File: src/fpm_defs.svh
// Constants of the floppy controller power manager: register offsets, bit positions, timing.
// Assumes inclusion by the package and the design files by bare name.
`ifndef FPM_DEFS_SVH
`define FPM_DEFS_SVH

// ----------------------------------------------------------------
// Host register offsets (3-bit address)
// ----------------------------------------------------------------
`define FPM_ADDR_STATUS_A 3'h0
`define FPM_ADDR_STATUS_B 3'h1
`define FPM_ADDR_OUTPUT_CTRL 3'h2
`define FPM_ADDR_MAIN_STATUS 3'h4
`define FPM_ADDR_DATA_RATE 3'h4
`define FPM_ADDR_FIFO 3'h5

// ----------------------------------------------------------------
// Field positions and the idle main-status value
// ----------------------------------------------------------------
`define FPM_DRATE_RESET_BIT 7
`define FPM_DRATE_SLEEP_BIT 6
`define FPM_DRATE_OSC_OFF_BIT 5
`define FPM_DOR_RESET_N_BIT 2
`define FPM_DOR_MOTOR_LO 4
`define FPM_IDLE_STATUS 8'h80

// ----------------------------------------------------------------
// Reset values
// ----------------------------------------------------------------
`define FPM_DOR_RESET_VAL 8'h00
`define FPM_DRATE_RESET_VAL 8'h02

// ----------------------------------------------------------------
// Timing (clock 200 MHz)
// ----------------------------------------------------------------
`define FPM_CLK_HZ 200000000
`define FPM_SHORT_DELAY_US 10000
`define FPM_LONG_DELAY_US 500000
`define FPM_DRATE_EXTEND_US 10000
`define FPM_US_TO_CYCLES(us) ((us) * (`FPM_CLK_HZ / 1000000))

`endif

File: src/fpm_pkg.sv
// Types of the floppy controller power manager.
// Assumes fpm_defs.svh is available for inclusion.
`include "fpm_defs.svh"

package fpm_pkg;

	typedef enum logic [1:0] {
		FPM_AWAKE,
		FPM_AUTO_SLEEP,
		FPM_DIRECT_SLEEP
	} fpm_state_e;

	typedef logic [27:0] fpm_count_t;

endpackage : fpm_pkg

File: src/fpm_timer.sv
// Down counter used as the auto powerdown timer.
// Assumes load and extend come from the same clock domain.
`timescale 1ns/1ps

module fpm_timer #(
	parameter int WIDTH = 28
) (
	input wire logic clk_sys_in,
	input wire logic reset_in,
	input wire logic load_in,
	input wire logic [WIDTH-1:0] load_value_in,
	input wire logic extend_in,
	input wire logic [WIDTH-1:0] extend_value_in,
	input wire logic cancel_in,
	output logic running_out,
	output logic expired_out
);

	initial begin
		if (WIDTH < 8) begin
			$error("fpm_timer: WIDTH too small");
		end
	end

	typedef struct packed {
		logic [WIDTH-1:0] count;
		logic running;
		logic expired;
	} fpm_timer_s;

	fpm_timer_s state_reg;
	fpm_timer_s state_next;

	function automatic logic [WIDTH-1:0] fpm_sat_add(input logic [WIDTH-1:0] a,
		input logic [WIDTH-1:0] b);
		logic [WIDTH:0] sum;
		sum = {1'b0, a} + {1'b0, b};
		fpm_sat_add = sum[WIDTH] ? '1 : sum[WIDTH-1:0];
	endfunction : fpm_sat_add

	always_comb begin
		state_next = state_reg;
		if (cancel_in) begin
			state_next.count = '0;
			state_next.running = 1'b0;
			state_next.expired = 1'b0;
		end else if (load_in) begin
			state_next.count = load_value_in;
			state_next.running = 1'b1;
			state_next.expired = 1'b0;
		end else if (state_reg.running) begin
			// Extension only applies while counting down
			if (extend_in) begin
				state_next.count = fpm_sat_add(state_reg.count, extend_value_in);
			end else if (state_reg.count <= WIDTH'(1)) begin
				state_next.count = '0;
				state_next.running = 1'b0;
				state_next.expired = 1'b1;
			end else begin
				state_next.count = state_reg.count - WIDTH'(1);
			end
		end
	end

	always_ff @(posedge clk_sys_in) begin
		if (reset_in) begin
			state_reg <= '0;
		end else begin
			state_reg <= state_next;
		end
	end

	assign running_out = state_reg.running;
	assign expired_out = state_reg.expired;

endmodule : fpm_timer

File: src/fpm_power_manager.sv
// Power manager of a floppy controller: oscillator control, direct and auto powerdown, wake.
// Assumes host strobes are synchronous one-cycle pulses; core status arrives on this clock.
`timescale 1ns/1ps

`include "fpm_defs.svh"

module fpm_power_manager #(
	parameter int SHORT_DELAY_CYCLES = `FPM_US_TO_CYCLES(`FPM_SHORT_DELAY_US),
	parameter int LONG_DELAY_CYCLES = `FPM_US_TO_CYCLES(`FPM_LONG_DELAY_US),
	parameter int EXTEND_CYCLES = `FPM_US_TO_CYCLES(`FPM_DRATE_EXTEND_US),
	parameter int POLL_DELAY_CYCLES = 64
) (
	input wire logic clk_sys_in,
	input wire logic reset_in,
	input wire logic [2:0] host_addr_in,
	input wire logic host_rd_in,
	input wire logic host_wr_in,
	input wire logic [7:0] host_wdata_in,
	input wire logic cmd_pd_valid_in,
	input wire logic cmd_auto_enable_in,
	input wire logic cmd_min_delay_in,
	input wire logic [7:0] main_status_in,
	input wire logic core_int_in,
	input wire logic head_unloaded_in,
	input wire logic fifo_lock_in,
	input wire logic [5:0] drive_inputs_in,
	input wire logic [7:0] status_a_in,
	input wire logic [7:0] status_b_in,
	output logic [7:0] host_rdata_out,
	output logic [7:0] output_ctrl_out,
	output logic [1:0] data_rate_out,
	output logic [3:0] motor_enables_out,
	output logic drive_out_oe_n_out,
	output logic [5:0] drive_inputs_out,
	output logic osc_enable_out,
	output logic sleep_status_out,
	output logic idle_out,
	output logic core_reset_out,
	output logic fifo_reset_out,
	output logic poll_int_req_out
);

	localparam int CW = 28;

	initial begin
		if (LONG_DELAY_CYCLES >= (1 << CW) || SHORT_DELAY_CYCLES < 1 ||
			EXTEND_CYCLES < 1 || POLL_DELAY_CYCLES < 1 || POLL_DELAY_CYCLES > 255) begin
			$error("fpm_power_manager: delay parameter out of range");
		end
	end

	// ----------------------------------------------------------------
	// State
	// ----------------------------------------------------------------
	typedef struct packed {
		fpm_pkg::fpm_state_e mode;
		logic [7:0] output_ctrl;
		logic [7:0] data_rate;
		logic auto_enable;
		logic min_delay;
		logic [7:0] poll_count;
		logic poll_pending;
		logic [7:0] rdata;
		logic core_reset;
		logic fifo_reset;
		logic poll_int;
		logic osc_enable;
		logic sleep_status;
		logic idle;
		logic drive_oe_n;
		logic [5:0] drive_inputs;
		logic [5:0] drive_sync1;
		logic [5:0] drive_sync2;
	} fpm_state_s;

	fpm_state_s state_reg;
	fpm_state_s state_next;

	logic timer_load;
	logic timer_cancel;
	logic timer_extend;
	logic timer_running;
	logic timer_expired;
	fpm_pkg::fpm_count_t timer_value;

	function automatic fpm_pkg::fpm_count_t fpm_min_delay(input logic long_sel);
		fpm_min_delay = long_sel ? CW'(LONG_DELAY_CYCLES) : CW'(SHORT_DELAY_CYCLES);
	endfunction : fpm_min_delay

	fpm_timer #(
		.WIDTH(CW)
	) u_timer (
		.clk_sys_in(clk_sys_in),
		.reset_in(reset_in),
		.load_in(timer_load),
		.load_value_in(timer_value),
		.extend_in(timer_extend),
		.extend_value_in(CW'(EXTEND_CYCLES)),
		.cancel_in(timer_cancel),
		.running_out(timer_running),
		.expired_out(timer_expired)
	);

	// ----------------------------------------------------------------
	// Next state
	// ----------------------------------------------------------------
	always_comb begin
		logic wr_dor;
		logic wr_dsr;
		logic sw_reset;
		logic dor_reset_held;
		logic access_wake;
		logic sleep_ok;
		logic asleep;
		logic [7:0] rd;

		state_next = state_reg;
		sw_reset = 1'b0;
		dor_reset_held = 1'b0;
		access_wake = 1'b0;
		sleep_ok = 1'b0;
		rd = 8'h00;
		wr_dor = host_wr_in && host_addr_in == `FPM_ADDR_OUTPUT_CTRL;
		wr_dsr = host_wr_in && host_addr_in == `FPM_ADDR_DATA_RATE;
		asleep = state_reg.mode != fpm_pkg::FPM_AWAKE;
		timer_load = 1'b0;
		timer_cancel = 1'b0;
		timer_extend = 1'b0;
		timer_value = fpm_min_delay(state_reg.min_delay);

		// Writes are always kept, even while asleep
		if (wr_dor) begin
			state_next.output_ctrl = host_wdata_in;
		end
		if (wr_dsr) begin
			// Self-clearing reset bit is never stored
			state_next.data_rate = host_wdata_in & 8'h7F;
			if (host_wdata_in[1:0] != state_reg.data_rate[1:0]) begin
				timer_extend = timer_running;
			end
		end

		// OUTPUT_CTRL_REG reset is active low and held; DSR reset is a pulse
		dor_reset_held = !state_next.output_ctrl[`FPM_DOR_RESET_N_BIT];
		sw_reset = dor_reset_held || (wr_dsr && host_wdata_in[`FPM_DRATE_RESET_BIT]);

		// Wake sources from auto sleep; status A/B and output-ctrl reads are not
		access_wake = (host_rd_in && host_addr_in == `FPM_ADDR_MAIN_STATUS) ||
			((host_rd_in || host_wr_in) && host_addr_in == `FPM_ADDR_FIFO) ||
			(wr_dor && host_wdata_in[7:`FPM_DOR_MOTOR_LO] != 4'h0);

		// Powerdown-mode command
		if (cmd_pd_valid_in) begin
			state_next.auto_enable = cmd_auto_enable_in;
			state_next.min_delay = cmd_min_delay_in;
			if (cmd_auto_enable_in) begin
				timer_load = 1'b1;
				timer_value = fpm_min_delay(cmd_min_delay_in);
			end else begin
				timer_cancel = 1'b1;
			end
		end

		sleep_ok = state_reg.auto_enable && state_reg.output_ctrl[7:4] == 4'h0 &&
			main_status_in == `FPM_IDLE_STATUS && !core_int_in &&
			head_unloaded_in && timer_expired;

		state_next.core_reset = 1'b0;
		state_next.fifo_reset = 1'b0;
		state_next.poll_int = 1'b0;

		if (wr_dsr && host_wdata_in[`FPM_DRATE_SLEEP_BIT] && !sw_reset) begin
			// Internal reset and sleep in the same cycle, whatever the current mode
			state_next.mode = fpm_pkg::FPM_DIRECT_SLEEP;
			state_next.core_reset = 1'b1;
			state_next.fifo_reset = !fifo_lock_in;
			state_next.poll_pending = 1'b0;
			timer_cancel = 1'b1;
		end else if (sw_reset) begin
			// Software reset wakes from either mode, keeps auto settings
			state_next.mode = fpm_pkg::FPM_AWAKE;
			state_next.core_reset = 1'b1;
			state_next.fifo_reset = !fifo_lock_in;
			state_next.poll_pending = 1'b1;
			state_next.poll_count = 8'(POLL_DELAY_CYCLES);
			timer_cancel = !state_reg.auto_enable;
			timer_load = state_reg.auto_enable;
		end else begin
			unique case (state_reg.mode)
				fpm_pkg::FPM_AWAKE: begin
					// A wake in the entry cycle keeps the device up
					if (access_wake && state_reg.auto_enable) begin
						timer_load = 1'b1;
					end else if (sleep_ok) begin
						state_next.mode = fpm_pkg::FPM_AUTO_SLEEP;
					end
				end
				fpm_pkg::FPM_AUTO_SLEEP: begin
					if (!state_reg.auto_enable) begin
						state_next.mode = fpm_pkg::FPM_AWAKE;
					end else if (access_wake) begin
						state_next.mode = fpm_pkg::FPM_AWAKE;
						timer_load = 1'b1;
					end
				end
				fpm_pkg::FPM_DIRECT_SLEEP: begin
					state_next.mode = fpm_pkg::FPM_DIRECT_SLEEP;
				end
				default: begin
					state_next.mode = fpm_pkg::FPM_AWAKE;
				end
			endcase
		end

		// Delayed polling interrupt after a waking reset
		if (state_next.poll_pending && !sw_reset) begin
			if (state_reg.poll_count <= 8'h01) begin
				state_next.poll_pending = 1'b0;
				state_next.poll_int = 1'b1;
			end else begin
				state_next.poll_count = state_reg.poll_count - 8'h01;
			end
		end

		// Host read data; reads are served in every mode
		unique case (host_addr_in)
			`FPM_ADDR_STATUS_A: rd = status_a_in;
			`FPM_ADDR_STATUS_B: rd = status_b_in;
			`FPM_ADDR_OUTPUT_CTRL: rd = state_reg.output_ctrl;
			`FPM_ADDR_MAIN_STATUS: rd = main_status_in;
			default: rd = 8'h00;
		endcase
		state_next.rdata = host_rd_in ? rd : state_reg.rdata;

		asleep = state_next.mode != fpm_pkg::FPM_AWAKE;
		state_next.osc_enable = !state_next.data_rate[`FPM_DRATE_OSC_OFF_BIT];
		state_next.sleep_status = asleep;
		state_next.idle = (state_next.mode == fpm_pkg::FPM_AUTO_SLEEP) ||
			(!asleep && main_status_in == `FPM_IDLE_STATUS && !core_int_in &&
			head_unloaded_in);
		state_next.drive_oe_n = asleep;
		// Drive pins are asynchronous to this clock; only the second stage is read
		state_next.drive_sync1 = drive_inputs_in;
		state_next.drive_sync2 = state_reg.drive_sync1;
		state_next.drive_inputs = asleep ? 6'h00 : state_reg.drive_sync2;
	end

	always_ff @(posedge clk_sys_in) begin
		if (reset_in) begin
			state_reg <= '0;
			state_reg.mode <= fpm_pkg::FPM_AWAKE;
			state_reg.output_ctrl <= `FPM_DOR_RESET_VAL;
			state_reg.data_rate <= `FPM_DRATE_RESET_VAL;
			state_reg.auto_enable <= 1'b0;
			state_reg.core_reset <= 1'b1;
			state_reg.fifo_reset <= 1'b1;
			state_reg.osc_enable <= 1'b1;
		end else begin
			state_reg <= state_next;
		end
	end

	// ----------------------------------------------------------------
	// Outputs
	// ----------------------------------------------------------------
	assign host_rdata_out = state_reg.rdata;
	assign output_ctrl_out = state_reg.output_ctrl;
	assign data_rate_out = state_reg.data_rate[1:0];
	assign motor_enables_out = state_reg.output_ctrl[7:4];
	assign drive_out_oe_n_out = state_reg.drive_oe_n;
	assign drive_inputs_out = state_reg.drive_inputs;
	assign osc_enable_out = state_reg.osc_enable;
	assign sleep_status_out = state_reg.sleep_status;
	assign idle_out = state_reg.idle;
	assign core_reset_out = state_reg.core_reset;
	assign fifo_reset_out = state_reg.fifo_reset;
	assign poll_int_req_out = state_reg.poll_int;

endmodule : fpm_power_manager

File: config.mk
export PLATFORM = sky130hd
export DESIGN_NAME = fpm_power_manager
export DESIGN_NICKNAME = d
export VERILOG_FILES = /design/src/fpm_pkg.sv /design/src/fpm_timer.sv /design/src/fpm_power_manager.sv
export VERILOG_INCLUDE_DIRS = /design/src
export SDC_FILE = /design/constraint.sdc
export NUM_CORES = 1
export LEC_CHECK = 0
export BUFFER_PORTS_ARGS = -buffer_cell sky130_fd_sc_hd__buf_2
export CAP_MARGIN = 10
export CELL_PAD_IN_SITES_DETAIL_PLACEMENT = 1
export CELL_PAD_IN_SITES_GLOBAL_PLACEMENT = 1
export CORE_MARGIN = 3
export CORE_UTILIZATION = 35
export CTS_CLUSTER_SIZE = 20
export DETAILED_ROUTE_END_ITERATION = 12
export PLACE_DENSITY = 0.67
export SYNTH_ARGS = -nofsm -noshare
export SYNTH_HDL_FRONTEND = slang
export SYNTH_SLANG_ARGS = --single-unit
File: constraint.sdc
create_clock -name clk_sys_in -period 3.58 [get_ports clk_sys_in]
set_input_delay 0.179 -clock clk_sys_in [delete_from_list [all_inputs] [get_ports clk_sys_in]]
set_output_delay 0.179 -clock clk_sys_in [all_outputs]
set_load 0.005 [all_outputs]
==> out/metrics.cfg, run 1 <==
[outcome]
outcome = finished, final reports clean

[cells_and_area]
multi_input_area_um2 = 2820
antennaDiodeCount = 0
drive_gt1_share_pct = 18.26
fill_cells = 1716
nets = 720
final_common_cell = dfxtp_1
mostFrequentLayoutCells = dfxtp_1 (86), buf_2 (85), a21oi_1 (62), nor2_1 (52), nand2_1 (50)
final_area_um2 = 5637
regArea_um2 = 1722
largest_register_ffs = 28
fin_util_pct = 40.45
area_delta_synth_final_pct = 12.26

[synthesis]
synth.avg_cell_area_um2 = 7.920
ys.flop_type = dfxtp_1
synth_largest_area_cell = dfxtp_1
synthDistinctLibCells = 66
syn_inst = 634
synth_seq_area_share_pct = 34.29
synth-edff-count = 0
synth.area.top_cells = dfxtp_1 (34%), a21oi_1 (6.2%), buf_4 (4.3%)
yosysWarnings = 0
synth.cell_area_um2 = 5021
synth-seq-cells = 86
synthArstFlopShare_pct = 0
netlist.area_leader.share_pct = 34.29
syn_nets = 691

[die]
std_cell_rows = 43
ios = 86
die_x_um = 125.8
initial_core_util_pct = 36.03
dieArea_um2 = 15820
core_area_um2 = 13930
die_h_um = 125.8

[drt]
totalWireLength_um = 15540
remaining_drc_errors = 0
drt_iter0_drc = 312
via_per_inst = 5.722
wl_per_cell_um = 18.33
firstDrtPassIters = 5
vias = 4852
ant_nets = 0

[place]
dp_hpwl_um = 11100
placement.io_buffers = 85
globalplace.congestion = 0.8492
place_area_um2 = 5335

[timing]
rsz0062_at_grt = no
max_freq_mhz = 337.1
setup_viol = 0
slew_headroom_pct = 27.65
skew_ns = 0.01523
fin_tns_setup_ns = 0
slew_viol_final = 0
min_period_ns = 2.967
timing.final.crit_share_pct = 82.86
finalHoldViolations = 0
tightestPinTransition_ns = 1.081

[grt]
grt_antenna_before_repair = 0
grtUsageTotal_pct = 19.43
grt_pass1_wl_um = 25260
grt_max_degree = 43
grt_pass1_vias = 4867
grt_overflow_total = 0

[worst_setup_path]
cp_max_fo = 10
critPathRequiredTime_ns = 3.81
start_kind = flop
slowest_stage = nor4_2
rr_worst_depth = 6
rr_endpoint = u_timer.state_reg[24]$_SDFFE_PP0P_
end_kind = flop
reg2reg_slack_ns = 0.61
slowest_delay_ns = 0.79
path_delay_family = simple AND/OR/NAND/NOR gates
worstSetupPathType = flop to flop
crit_buf_inv = 0
rr_startpoint = u_timer.state_reg[4]$_SDFFE_PP0P_
cp_cell_sequence = nor4_2 > nand3_1 > or4_4 > mux2_4 > o2111ai_2 > a21oi_1
arrival_ns = 3.20

[power_and_ir_drop]
power.leakage_nw = 2.233
power_density_nw_per_um2 = 390.8
vdd_drop_max_v = 0.0002416
power_w = 0.002203

[clock_network]
cts_tree = yes
path_clk_slew_ns = 0.08
cts_setup_buffers = 0
cts_resized = 0
cts_buffers = 9
clkSinkCount = 86
h-tree-depth = 3
cts_hold_buf = 0
cts_root_buf = clkbuf_16
clock_latency_ns = 0.36
cts_max_path_buffers = 2

[min_path]
min_to = state_next[5]$_SDFF_PP0_
holdPathStages = 2
worstHoldPathType = input port to flop
hp-start = drive_inputs_in[5]

[run]
cap_violations = 0

cells in the mapped netlist, drive strengths merged, types with 3 or more instances:
cell,instances
and4,4
ha,6
nand2,50
dfxtp,86
clkbuf,34
o21ai,26
and3,7
a211oi,4
a21oi,62
o211ai,18
nor3,10
nand3,25
o2111ai,12
a21o,6
and2,11
xnor2,9
nor3b,3
nor4,16
or3,10
buf,43
nor2b,15
xor2,18
nand4,8
or4,7
a31oi,7
o22ai,6
mux2i,14
a41oi,3
nor2,52
nand2b,6
inv,18
o31ai,5
how the worst max path moves through the flow:
stage | start | end | cells after the start
global placement | u_timer.state_reg[4]$_SDFFE_PP0P_ | u_timer.state_reg[24]$_SDFFE_PP0P_ | 6
detailed placement | host_addr_in[0] | u_timer.state_reg[6]$_SDFFE_PP0P_ | 9
global route | u_timer.state_reg[4]$_SDFFE_PP0P_ | u_timer.state_reg[24]$_SDFFE_PP0P_ | 6
CTS | u_timer.state_reg[4]$_SDFFE_PP0P_ | u_timer.state_reg[24]$_SDFFE_PP0P_ | 6
floorplan | u_timer.state_reg[19]$_SDFFE_PP0P_ | u_timer.state_reg[24]$_SDFFE_PP0P_ | 9
finish | u_timer.state_reg[4]$_SDFFE_PP0P_ | u_timer.state_reg[24]$_SDFFE_PP0P_ | 6
through the flow:
stage	std cells	hold slack [ns]	setup slack, ns
6_report	848	0.03683	0.6135
5_1_grt	848	0.03725	0.4612
4_1_cts	848	0.02228	0.7029
2_1_floorplan	634	0.2969	0.9883
3_3_place_gp	832	0.3899	0.6865
3_5_place_dp	832	0.3995	0.6666
cell type report:
type	count	share of cell area, %
Multi-Input combinational cell	453	50.03
Sequential cell	86	30.54
Timing Repair Buffer	95	8.879
Clock buffer	9	3.996
Tap cell	180	3.996
Clock inverter	7	1.354
Inverter	18	1.199
where the power goes:
part           switching [W]  total [W]  internal (W)  leakage (nW)
registers          0.0000150   0.000994      0.000979         0.700
logic               0.000150   0.000254      0.000104          1.38
clock network       0.000459   0.000954      0.000495         0.148
total               0.000624    0.00220       0.00158          2.23
worst reg2reg max path, stage by stage, from the launching register on:
cell,delay (ns)
dfxtp_1,0.36
nor4_2,0.79
nand3_1,0.53
or4_4,0.57
mux2_4,0.31
o2111ai_2,0.20
a21oi_1,0.09
logic make-up after synthesis:
group | synth area share (%)
DFF | 34.29
xor gates and xnor gates | 4.710
AOI/OAI and AO/OA | 21.98
and+or+nand+nor | 24.52
buffers and inverters | 9.918
adders and majority gates | 1.495
muxes | 3.090
routing by layer:
layer	GRT usage, %	part of all wire (%)	vias to the layer above
met4	5.615	1.7	0
met3	4.283	5.7	18
met5	0	0	-
met2	32.32	47	140
met1	25.44	46	2373
li1	-	-	2321
Note: power is estimated with default switching activity, not from simulation.
==> inputs of run 2 (changes only) <==
- PLACE_DENSITY: 0.67 -> 0.7
- clock period: 3.58 -> 2.6 ns (I/O delays scaled with it)
==> run 2 against run 1 <==
  * Clock skew down 0.0065 ns
  * Sequential share of layout area fell by 1.3 points
  * Via count increased by 1.9%
  * Sequential power rose by 38%
  * Critical path depth stayed put
  * Worst setup slack lost 0.49 ns
  * Critical endpoint unchanged
  * Highest routed layer unchanged
==> out/metrics.cfg, run 2 (synthesis gave the netlist of run 1 again) <==
[drt]
remaining_drc_errors = 0
via_per_inst = 5.644
vias = 4944
wl_per_cell_um = 18.28
firstDrtPassIters = 5
totalWireLength_um = 16010
ant_nets = 0
drt_iter0_drc = 264

[worst_setup_path]
critPathRequiredTime_ns = 2.84
path_delay_family = simple AND/OR/NAND/NOR gates
start_kind = flop
cpMostUsedCell = or4_4
end_kind = flop
slowest_delay_ns = 0.60
rr_worst_depth = 6
crit_buf_inv = 0
cp_cell_sequence = or4_4 > or2_1 > or4_4 > mux2_4 > o2111ai_2 > a21oi_1
reg2reg_slack_ns = 0.12
slowest_stage = or4_4
worstSetupPathType = flop to flop
arrival_ns = 2.72
rr_startpoint = u_timer.state_reg[20]$_SDFFE_PP0P_
cp_max_fo = 8
rr_endpoint = u_timer.state_reg[24]$_SDFFE_PP0P_

[timing]
timing.final.crit_share_pct = 95.34
slew_viol_final = 0
tightestPinTransition_ns = 0.8327
max_freq_mhz = 403.4
fin_hold_ws_ns = 0.005041
setup_viol = 0
layout_setup_ws_ns = 0.1212
skew_ns = 0.008709
fin_tns_setup_ns = 0
slew_headroom_pct = 44.48
finalHoldViolations = 0
min_period_ns = 2.479
rsz0062_at_grt = no

[grt]
grt_pass1_vias = 5244
grtUsageTotal_pct = 20.10
grt_antenna_before_repair = 0
grt_max_degree = 43
grt_overflow_total = 0
grt_pass1_wl_um = 26230

[min_path]
min_to = state_next[0]$_SDFF_PP0_
hp-start = drive_inputs_in[0]
holdPathStages = 2
worstHoldPathType = input port to flop

[clock_network]
clkSinkCount = 86
cts_buffers = 9
cts_setup_buffers = 0
cts_max_path_buffers = 2
cts_tree = yes
path_clk_slew_ns = 0.07
cts_root_buf = clkbuf_16
h-tree-depth = 3
clock_latency_ns = 0.35

[die]
ios = 86
dieArea_um2 = 15820
core_area_um2 = 13930
initial_core_util_pct = 36.03
std_cell_rows = 43
die_x_um = 125.8
die_h_um = 125.8

[cells_and_area]
final_common_cell = dfxtp_1
antennaDiodeCount = 0
final_area_um2 = 5887
nets = 748
largest_register_ffs = 28
area_delta_synth_final_pct = 17.24
drive_gt1_share_pct = 21.41
mostFrequentLayoutCells = dfxtp_1 (86), buf_2 (85), a21oi_1 (62), nor2_1 (52), nand2_1 (50)

[power_and_ir_drop]
power.leakage_nw = 2.386
power_density_nw_per_um2 = 519.0
vdd_drop_max_v = 0.0002809

[place]
place_ws_ns = 0.1440
place_area_um2 = 5575
globalplace.congestion = 0.8989
placement.io_buffers = 85
dp_hpwl_um = 11810

[outcome]
outcome = finished, final reports clean

[run]
cap_violations = 0

-- run 2: changes by cell type in the layout (fill, tap and decap cells not counted) --
cell           delta
dlygate4sd3_1     +1
buf_12            +3
buf_4            +24
-- run 2: worst register-to-register path, delay by kind of cell, from the launching register on --
| kind | cells | cell delay, ns |
|---|---|---|
| simple gates | 3 | 1.41 |
| flops | 1 | 0.36 |
| mux | 1 | 0.32 |
| compound gates | 2 | 0.27 |
-- run 2: worst max-delay path by stage --
stage / to / cells past startpoint / slack, ns / from
2_1_floorplan: u_timer.state_reg[24]$_SDFFE_PP0P_ / 9 / 0.008 / u_timer.state_reg[19]$_SDFFE_PP0P_
3_3_place_gp: u_timer.state_reg[24]$_SDFFE_PP0P_ / 6 / 0.19 / u_timer.state_reg[20]$_SDFFE_PP0P_
3_5_place_dp: u_timer.state_reg[24]$_SDFFE_PP0P_ / 6 / 0.14 / u_timer.state_reg[20]$_SDFFE_PP0P_
4_1_cts: u_timer.state_reg[24]$_SDFFE_PP0P_ / 6 / 0.12 / u_timer.state_reg[20]$_SDFFE_PP0P_
5_1_grt: u_timer.state_reg[28]$_SDFFE_PP0P_ / 7 / 0.04 / u_timer.state_reg[20]$_SDFFE_PP0P_
6_report: u_timer.state_reg[24]$_SDFFE_PP0P_ / 6 / 0.12 / u_timer.state_reg[20]$_SDFFE_PP0P_
-- run 2: per-stage QoR --
stage	cells	total power, W	utilization, %
floorplan	634	0.001643	-
global route	876	0.003180	42.25
finish	876	0.003055	42.25
CTS	876	0.003092	42.25
global placement	859	0.001763	40.01
detailed placement	859	0.001774	40.01
-- run 2: area by class of cell --
type	count	area (um^2)
Multi-Input combinational cell	453	2820
Fill cell	1712	8048
Sequential cell	86	1722
Tap cell	180	225.2
Clock buffer	9	225.2
Clock inverter	7	76.32
Inverter	18	67.56
Timing Repair Buffer	123	750.7
-- run 2: timing repair --
item / CTS / global route
setup endpoints to repair: 0 / 0
resized for setup: 0 / 0
endpoints found under the hold margin: 1 / 0
hold buffers: 1 / 0
-- run 2: routing by layer --
| layer | routed length (um) | vias up | part of all wire [%] | track usage [%] |
|---|---|---|---|---|
| met3 | 907 | 35 | 5.7 | 4.750 |
| met4 | 511 | 0 | 3.2 | 8.076 |
| met5 | 0 | - | 0 | 0 |
| met2 | 7571 | 145 | 47 | 34.46 |
| met1 | 7022 | 2377 | 44 | 24.33 |
| li1 | - | 2387 | - | - |
-- run 2: power by group --
group / total (W) / internal, W / switching, W
registers: 0.00137 / 0.00135 / 0.0000189
clock network: 0.00131 / 0.000681 / 0.000626
logic: 0.000380 / 0.000165 / 0.000214
==> inputs of run 3 (changes only) <==
- CELL_PAD_IN_SITES_DETAIL_PLACEMENT: 1 -> not set
- CELL_PAD_IN_SITES_GLOBAL_PLACEMENT: 1 -> not set
- PLACE_DENSITY: 0.7 -> 0.54
==> run 3 against run 2 <==
  * Non-clock buffer count is the same
  * Worst setup slack gained 0.046 ns
  * Critical endpoint unchanged
  * Power shrank 0.85%
  * Sequential cell count is the same
  * Critical path depth is the same
  * Fmax grew 1.9%
  * First-iteration DRC count shrank 13%
==> out/metrics.cfg, run 3 (synthesis gave the netlist of run 1 again) <==
[cells_and_area]
nets = 748
antennaDiodeCount = 0
final_common_cell = dfxtp_1
stdcell_count = 876
largest_register_ffs = 28
area_delta_synth_final_pct = 17.37
drive_gt1_share_pct = 20.98
final_area_um2 = 5893
mostFrequentLayoutCells = dfxtp_1 (86), buf_2 (85), a21oi_1 (62), nor2_1 (52), nand2_1 (50)
fin_util_pct = 42.29

[timing]
min_period_ns = 2.433
slew_headroom_pct = 43.22
slew_viol_final = 0
max_freq_mhz = 411.0
setup_viol = 0
skew_ns = 0.005729
tightestPinTransition_ns = 0.8517
fin_tns_setup_ns = 0
rsz0062_at_grt = no
finalHoldViolations = 0
timing.final.crit_share_pct = 93.59

[place]
globalplace.congestion = 0.8871
dp_hpwl_um = 10030
placement.io_buffers = 85
dp_cells = 856
place_area_um2 = 5553

[drt]
totalWireLength_um = 13920
ant_nets = 0
firstDrtPassIters = 5
via_per_inst = 5.494
remaining_drc_errors = 0
wl_per_cell_um = 15.89
vias = 4813
drt_iter0_drc = 230

[grt]
grt_pass1_vias = 4592
grt_pass1_wl_um = 23160
grt_antenna_before_repair = 0
grt_overflow_total = 0
grtUsageTotal_pct = 17.61
grt_max_degree = 43

[power_and_ir_drop]
power_w = 0.003029
power_density_nw_per_um2 = 514.0
power.leakage_nw = 2.385
vdd_drop_max_v = 0.0002808

[clock_network]
cts_root_buf = clkbuf_16
cts_setup_buffers = 0
cts_max_path_buffers = 2
path_clk_slew_ns = 0.07
cts_tree = yes
clkSinkCount = 86
clock_latency_ns = 0.35
h-tree-depth = 3
cts_hold_buf = 4
cts_resized = 0
cts_buffers = 9

[die]
die_x_um = 125.8
ios = 86
die_h_um = 125.8
std_cell_rows = 43
initial_core_util_pct = 36.03
core_area_um2 = 13930
dieArea_um2 = 15820

[worst_setup_path]
critPathRequiredTime_ns = 2.84
arrival_ns = 2.67
cp_cell_sequence = or4_4 > or2_1 > or4_4 > mux2_4 > o2111ai_2 > a21oi_1
end_kind = flop
worstSetupPathType = flop to flop
cpMostUsedCell = or4_4
slowest_delay_ns = 0.58
cp_max_fo = 8
start_kind = flop
slowest_stage = or4_4

[outcome]
outcome = finished, final reports clean

[run]
cap_violations = 0

[min_path]
worstHoldPathType = input port to flop

==> run 3: critical path: cells and delay by family (launching register included) <==
kind,cells,cell delay (ns)
AND/OR/NAND/NOR,3,1.38
flip-flops,1,0.36
multiplexers,1,0.31
AO/OA/AOI/OAI,2,0.26
==> run 3: cell type report <==
type	count	area (um^2)
fillers	1419	8041
multi-input cells	453	2820
flip-flops and latches	86	1722
repair buffers	123	758.2
clock buffers	9	225.2
well taps	180	225.2
clock inverters	7	75.07
inverters	18	67.56
==> run 3: worst paths after layout <==
check	start	end	slack [ns]	depth (start not counted)
setup / recovery	u_timer.state_reg[20]$_SDFFE_PP0P_	u_timer.state_reg[24]$_SDFFE_PP0P_	0.17	6
hold / removal	drive_inputs_in[1]	state_next[1]$_SDFF_PP0_	0.009	2
setup reg to reg	u_timer.state_reg[20]$_SDFFE_PP0P_	u_timer.state_reg[24]$_SDFFE_PP0P_	0.17	6
hold reg to reg	state_reg[4]$_SDFF_PP0_	drive_inputs_out[4]$_SDFF_PP0_	0.42	1
==> run 3: routing by layer <==
layer / vias to the layer above / track usage, % / wire, um
li1: 2377 / - / -
met1: 2250 / 23.34 / 6489
met2: 165 / 28.63 / 6255
met3: 21 / 4.156 / 912
met4: 0 / 5.300 / 264
met5: - / 0 / 0
==> run 3: power breakdown <==
| group | switching [W] | internal, W |
|---|---|---|
| Sequential | 0.0000186 | 0.00135 |
| Combinational | 0.000206 | 0.000171 |
| Clock | 0.000605 | 0.000681 |
| Total | 0.000829 | 0.00220 |
==> run 3: through the flow <==
step	hold slack, ns	worst slack, ns
floorplan	0.2479	0.008274
global placement	0.3371	0.1988
detailed placement	0.3471	0.1705
CTS	0.006251	0.1635
global route	0.01876	0.008830
finish	0.008990	0.1667
